--- src/logic/board_test_pkg.sv ---
// constants shared by the board test mode logic
package board_test_pkg;

  // pins that join the chain besides the frame and lad0 pins
  localparam int OTHER_PIN_COUNT = 86;
  // frame and lad0 also join the chain once the mode is active
  localparam int STRAP_PIN_COUNT = 2;
  // test mode is off after a power-on reset
  localparam logic TEST_MODE_RESET = 1'b0;
  // host reset pin is taken as released until seen low
  localparam logic HOST_RESET_N_RESET = 1'b1;
  // all pins but the chain output tristated while the chain owns the package
  localparam logic PIN_OE_N_OFF = 1'b1;
  // output enable level that drives a pin
  localparam logic PIN_OE_N_ON = 1'b0;

  // entry or exit decision taken at the host reset release
  typedef enum logic [0:0] {
    MODE_FUNCTIONAL = 1'b0,
    MODE_CHAIN_TEST = 1'b1
  } board_mode_t;

endpackage : board_test_pkg

--- src/logic/xnor_chain.sv ---
// cascaded xnor reduction over the chain input pins
`timescale 1ns/1ps
`default_nettype none

module xnor_chain #(
  parameter int WIDTH = 88
) (
  input wire logic [WIDTH-1:0] chain_in,
  output logic chain_out
);

  // cascade from the highest pin down; the seed makes the result track plain
  // parity, so all-low gives low and, for an even width, all-high gives low
  function automatic logic cascade(input logic [WIDTH-1:0] bits);
    logic acc;
    acc = (WIDTH % 2 == 1) ? 1'b1 : 1'b0;
    for (int i = WIDTH - 1; i >= 0; i--) begin
      acc = ~(acc ^ bits[i]);
    end
    return acc;
  endfunction : cascade

  // no clock anywhere: the output follows the pins through gates alone
  assign chain_out = cascade(chain_in);

endmodule : xnor_chain

`default_nettype wire

--- src/logic/board_test_top.sv ---
// board test mode: pin isolation, mode latch and chain output steering
`timescale 1ns/1ps
`default_nettype none

module board_test_top #(
  parameter int OTHER_PINS = board_test_pkg::OTHER_PIN_COUNT
) (
  input wire logic core_clk,
  input wire logic sys_rst,
  input wire logic host_bus_reset_n,
  // frame pin, active low, shared with the strap
  input wire logic frame_n_in,
  input wire logic frame_n_out,
  input wire logic frame_n_oe_n,
  output logic frame_n_pin_out,
  output logic frame_n_pin_oe_n,
  // lad bit zero, shared with the strap
  input wire logic lad0_in,
  input wire logic lad0_out,
  input wire logic lad0_oe_n,
  output logic lad0_pin_out,
  output logic lad0_pin_oe_n,
  // every other chain pin, pad side in, functional side out
  input wire logic [OTHER_PINS-1:0] pin_in,
  input wire logic [OTHER_PINS-1:0] func_out,
  input wire logic [OTHER_PINS-1:0] func_oe_n,
  output logic [OTHER_PINS-1:0] pin_out,
  output logic [OTHER_PINS-1:0] pin_oe_n,
  // pad levels as seen by the functional logic
  output logic [OTHER_PINS-1:0] core_pin_in,
  output logic core_frame_n_in,
  output logic core_lad0_in,
  // tach-shared pin, also general io
  input wire logic chain_output_pin_in,
  input wire logic general_io_shared_pin_out,
  input wire logic general_io_shared_pin_oe_n,
  output logic chain_output_pin_out,
  output logic chain_output_pin_oe_n,
  output logic core_tach_in,
  // mode status for the rest of the chip
  output logic test_mode_active
);

  localparam int CHAIN_WIDTH = OTHER_PINS + board_test_pkg::STRAP_PIN_COUNT;

  board_test_pkg::board_mode_t mode;
  board_test_pkg::board_mode_t next_mode;
  logic host_reset_n_prev;
  logic host_reset_rise;
  logic strap_enter;
  logic in_test;
  logic [CHAIN_WIDTH-1:0] chain_in;
  logic chain_out;

  // release edge of the host reset; prev starts high so a pin already high
  // after power-on is not mistaken for a release
  assign host_reset_rise = host_bus_reset_n & ~host_reset_n_prev;
  assign strap_enter = ~frame_n_in & ~lad0_in;
  assign next_mode = host_reset_rise
    ? (strap_enter ? board_test_pkg::MODE_CHAIN_TEST : board_test_pkg::MODE_FUNCTIONAL)
    : mode;

  // mode latch; power-on reset always returns to functional mode
  always_ff @(posedge core_clk) begin
    if (sys_rst) begin
      mode <= board_test_pkg::MODE_FUNCTIONAL;
      host_reset_n_prev <= board_test_pkg::HOST_RESET_N_RESET;
      test_mode_active <= board_test_pkg::TEST_MODE_RESET;
    end else begin
      mode <= next_mode;
      host_reset_n_prev <= host_bus_reset_n;
      test_mode_active <= (next_mode == board_test_pkg::MODE_CHAIN_TEST);
    end
  end

  assign in_test = (mode == board_test_pkg::MODE_CHAIN_TEST);

  // chain excludes host reset, supplies and the output pin itself
  assign chain_in = {frame_n_in, lad0_in, pin_in};

  xnor_chain #(
    .WIDTH(CHAIN_WIDTH)
  ) u_chain (
    .chain_in(chain_in),
    .chain_out(chain_out)
  );

  // pad steering; combinational so the chain result reaches the pin with no
  // clock, at the cost of one mux level on every functional path
  assign pin_out = in_test ? '0 : func_out;
  assign pin_oe_n = in_test ? {OTHER_PINS{board_test_pkg::PIN_OE_N_OFF}} : func_oe_n;
  assign frame_n_pin_out = in_test ? 1'b0 : frame_n_out;
  assign frame_n_pin_oe_n = in_test ? board_test_pkg::PIN_OE_N_OFF : frame_n_oe_n;
  assign lad0_pin_out = in_test ? 1'b0 : lad0_out;
  assign lad0_pin_oe_n = in_test ? board_test_pkg::PIN_OE_N_OFF : lad0_oe_n;

  // functional logic sees quiet zeros while the pins belong to the chain
  assign core_pin_in = in_test ? '0 : pin_in;
  assign core_frame_n_in = in_test ? 1'b0 : frame_n_in;
  assign core_lad0_in = in_test ? 1'b0 : lad0_in;
  assign core_tach_in = in_test ? 1'b0 : chain_output_pin_in;

  // tach-shared pin: chain result in test mode, general io otherwise
  assign chain_output_pin_out = in_test ? chain_out : general_io_shared_pin_out;
  assign chain_output_pin_oe_n = in_test ? board_test_pkg::PIN_OE_N_ON : general_io_shared_pin_oe_n;
endmodule : board_test_top

`default_nettype wire

--- config.mk ---
export PLATFORM = sky130hd
export DESIGN_NAME = board_test_top
export DESIGN_NICKNAME = d
export VERILOG_FILES = /design/src/logic/board_test_pkg.sv /design/src/logic/xnor_chain.sv /design/src/logic/board_test_top.sv
export SDC_FILE = /design/constraint.sdc
export NUM_CORES = 1
export LEC_CHECK = 0
export BUFFER_PORTS_ARGS = -buffer_cell sky130_fd_sc_hd__buf_2
export CAP_MARGIN = 15
export CORE_AREA = 2 2 207 209
export CTS_CLUSTER_DIAMETER = 150
export CTS_CLUSTER_SIZE = 28
export DETAILED_ROUTE_END_ITERATION = 8
export DIE_AREA = 0 0 209 211
export HOLD_SLACK_MARGIN = 0.03
export PLACE_DENSITY = 0.35
export SLEW_MARGIN = 20
export SYNTH_ARGS = -nofsm -noshare
export SYNTH_HDL_FRONTEND = slang
export SYNTH_SLANG_ARGS = --single-unit
--- constraint.sdc ---
create_clock -name core_clk -period 11.7 [get_ports core_clk]
set_clock_uncertainty 0.15 [all_clocks]
set_input_delay 3.51 -clock core_clk [delete_from_list [all_inputs] [get_ports core_clk]]
set_output_delay 3.51 -clock core_clk [all_outputs]
set_load 0.01 [all_outputs]
==> results.py <==
metrics = {
    "status": {
        "status": "finished clean",
    },
    "timing": {
        "max_clock_freq_mhz": 106,
        "finalSetupViolations": 0,
        "maxSlewViolCount": 0,
        "final-hold-violation-count": 0,
        "tightest_slew_ns": 0.849,
        "final.period_utilization_pct": 80.5,
        "rsz0062_at_grt": "no",
        "fin_crit_ns": 9.42,
        "tns_ns": 0,
        "relSlewSlack_pct": 43.4,
    },
    "global_routing": {
        "antenna_found_initial": 3,
        "grt_max_degree": 98,
        "grt_pass1_vias": 4159,
        "grt_use_met3_pct": 1.52,
        "grt_use_met1_pct": 6.81,
        "use_met2_pct": 14.3,
        "grt_pass1_wl_um": 22900,
        "grt_usage_pct": 6.73,
        "globalRouteOverflowTotal": 0,
        "grt-busiest-layer": "met2",
    },
    "worst_setup_path": {
        "path_cells": "buf_2 -> inv_1 -> ha_1 -> xor2_1 -> xnor2_1 -> xnor2_1 -> xnor2_1 -> xnor2_1 -> xnor3_1 -> mux2_4 -> buf_2",
        "reg2regPathDepth": 2,
        "start_kind": "input port",
        "cpLargestDelayFamily": "XOR/XNOR gates",
        "criticalPathCategory": "input port to output port",
        "cp.depth": 11,
        "timing.critical_path.buf_inv": 3,
        "path_max_fanout": 2,
        "critical_path_required_ns": 8.04,
        "crit_top_cell": "xnor2_1",
        "worstPathArrival_ns": 5.76,
        "endpoint_kind": "output port",
        "cp_slowest_cell": "xnor3_1",
        "cp_slowest_stage_delay_ns": 0.43,
    },
    "clocking": {
        "hold_buffers": 0,
        "cts.htree.levels": 1,
        "cts_max_path_buffers": 2,
        "cts-root-buf": "clkbuf_16",
        "tritoncts": "yes",
        "cts_setup_buffers": 0,
        "cts_resized": 0,
        "path_clk_slew_ns": 0.03,
        "cts_inserted_buffers": 3,
        "cts_sinks": 2,
        "insertion_delay_ns": 0.22,
    },
    "die": {
        "rows": 75,
        "chipHeight_um": 211,
        "io_pins": 538,
        "core_area_mm2": 0.0418,
        "die_area_mm2": 0.0441,
        "start_util_pct": 6.31,
        "die_w_um": 209,
    },
    "layout": {
        "layout_commonest_cell": "buf_2",
        "n_fill_cell": 4841,
        "drive_gt1_share_pct": 69.0,
        "area_delta_synth_final_pct": 127,
        "diodes": 0,
        "final_cells": 1443,
        "final_cell_mix": "buf_2, nor2b_1, or2_2, xnor2_1, or2_1",
        "nNetsFinal": 1176,
    },
    "synthesis": {
        "ys_ff_latch": 2,
        "yosys.area.top_type_share_pct": 41.8,
        "syn_avg_cell_area_um2": 6.74,
        "netlist_instances": 391,
        "synth.distinct_cells": 15,
        "synth_area_leaders": "nor2b_1, xnor2_1, or2_2, clkbuf_1, xor2_1",
        "yosys.area.top_type": "nor2b_1",
        "synth-warning-count": 0,
        "seq_area_frac_synth_pct": 1.52,
        "syn_area_mm2": 0.00263,
        "syn-num-nets": 662,
    },
    "job": {
        "cap_violations": 0,
    },
    "route": {
        "vias": 4342,
        "drt_iter0_drc": 76,
        "drc": 0,
        "viasPerCell": 3.01,
        "finalWirelength_um": 17000,
        "antenna_left": 0,
        "wl_per_cell_um": 11.8,
        "firstDrtPassIters": 4,
    },
    "power_and_ir_drop": {
        "p_int_mw": 0.218,
        "switching_share_pct": 41.0,
        "p_per_area_mw_per_mm2": 61.9,
        "p_switching_mw": 0.152,
        "pwr-share-clk_pct": 14.3,
        "p_comb_share_pct": 83.4,
        "ir_worst_vdd_mv": 0.0262,
        "leakage_nw": 3.25,
        "pwr-share-seq_pct": 2.3,
    },
    "placed_design": {
        "portBuffers": 537,
        "gp_congestion": 0.779,
        "dp_cells": 1439,
        "dpl.hpwl_um": 15400,
    },
    "min_path": {
        "hp-class": "flip-flop to flip-flop",
        "holdPathStages": 3,
    },
}
[metrics by stage]
step | worst slack, ns | total power [mW] | area [µm²] | utilization, % | hold WS, ns
floorplan | 2.80 | 0.185 | 2630 | - | 0.382
global placement | 2.12 | 0.328 | 5900 | 14.1 | 0.407
detailed placement | 2.11 | 0.325 | 5900 | 14.1 | 0.406
CTS | 2.11 | 0.382 | 5980 | 14.3 | 0.408
global route | 2.05 | 0.404 | 5980 | 14.3 | 0.466
finish | 2.28 | 0.371 | 5980 | 14.3 | 0.400
[Yosys cell counts]
library cell  count
buf_1             1
clkbuf_1         29
dfxtp_1           2
ha_1              1
inv_1             2
mux2_4            1
mux2i_1           1
nor2_1            3
nor2b_1         176
nor2b_2           1
or2_1            10
or2_2            79
xnor2_1          75
xnor3_1           1
xor2_1            9
[state kept, by name (all words and copies together) (netlist names)]
| register | count |
|---|---|
| host_reset_n_prev | 1 |
| in_test | 1 |
[cells by family after synthesis]
group | share of synthesized area [%]
xor+xnor | 28.8
fa+ha+maj | 0.475
buf+inv | 4.56
flops | 1.52
mux | 0.950
simple gates | 63.7
[worst reg2reg max path, stage by stage (launching register included)]
cell	delay (ns)
dfxtp_4	0.87
mux2i_1	0.15
nor2_1	0.11
[worst paths after layout]
check | to | startpoint | slack, ns
worst max-delay path | chain_output_pin_out | frame_n_in | 2.28
worst min-delay path | in_test | host_reset_n_prev | 0.40
worst max register to register | in_test | in_test | 10.35
worst min register to register | in_test | host_reset_n_prev | 0.40
[power groups by stage]
| stage | clock network, mW | logic [mW] | registers (mW) |
|---|---|---|---|
| floorplan | 0 | 0.178 | 0.00732 |
| global placement | 0 | 0.319 | 0.00873 |
| detailed placement | 0 | 0.316 | 0.00873 |
| CTS | 0.0542 | 0.319 | 0.00865 |
| global route | 0.0547 | 0.340 | 0.00882 |
| finish | 0.0531 | 0.309 | 0.00858 |
[metal layers]
layer	part of all wire [%]	wire [µm]
met1	35	5900
met2	56	9450
met3	9.1	1540
met4	0.39	67
met5	0.12	21
[layout make-up]
class | count | area [µm²] | share of cell area, %
Sequential cell | 2 | 43.8 | 0.732
Tap cell | 539 | 674 | 11.3
Inverter | 2 | 7.51 | 0.126
Clock buffer | 4 | 78.8 | 1.32
Timing Repair Buffer | 539 | 2700 | 45.2
Multi-Input combinational cell | 357 | 2470 | 41.4
Power figures use the tool's default switching activity.
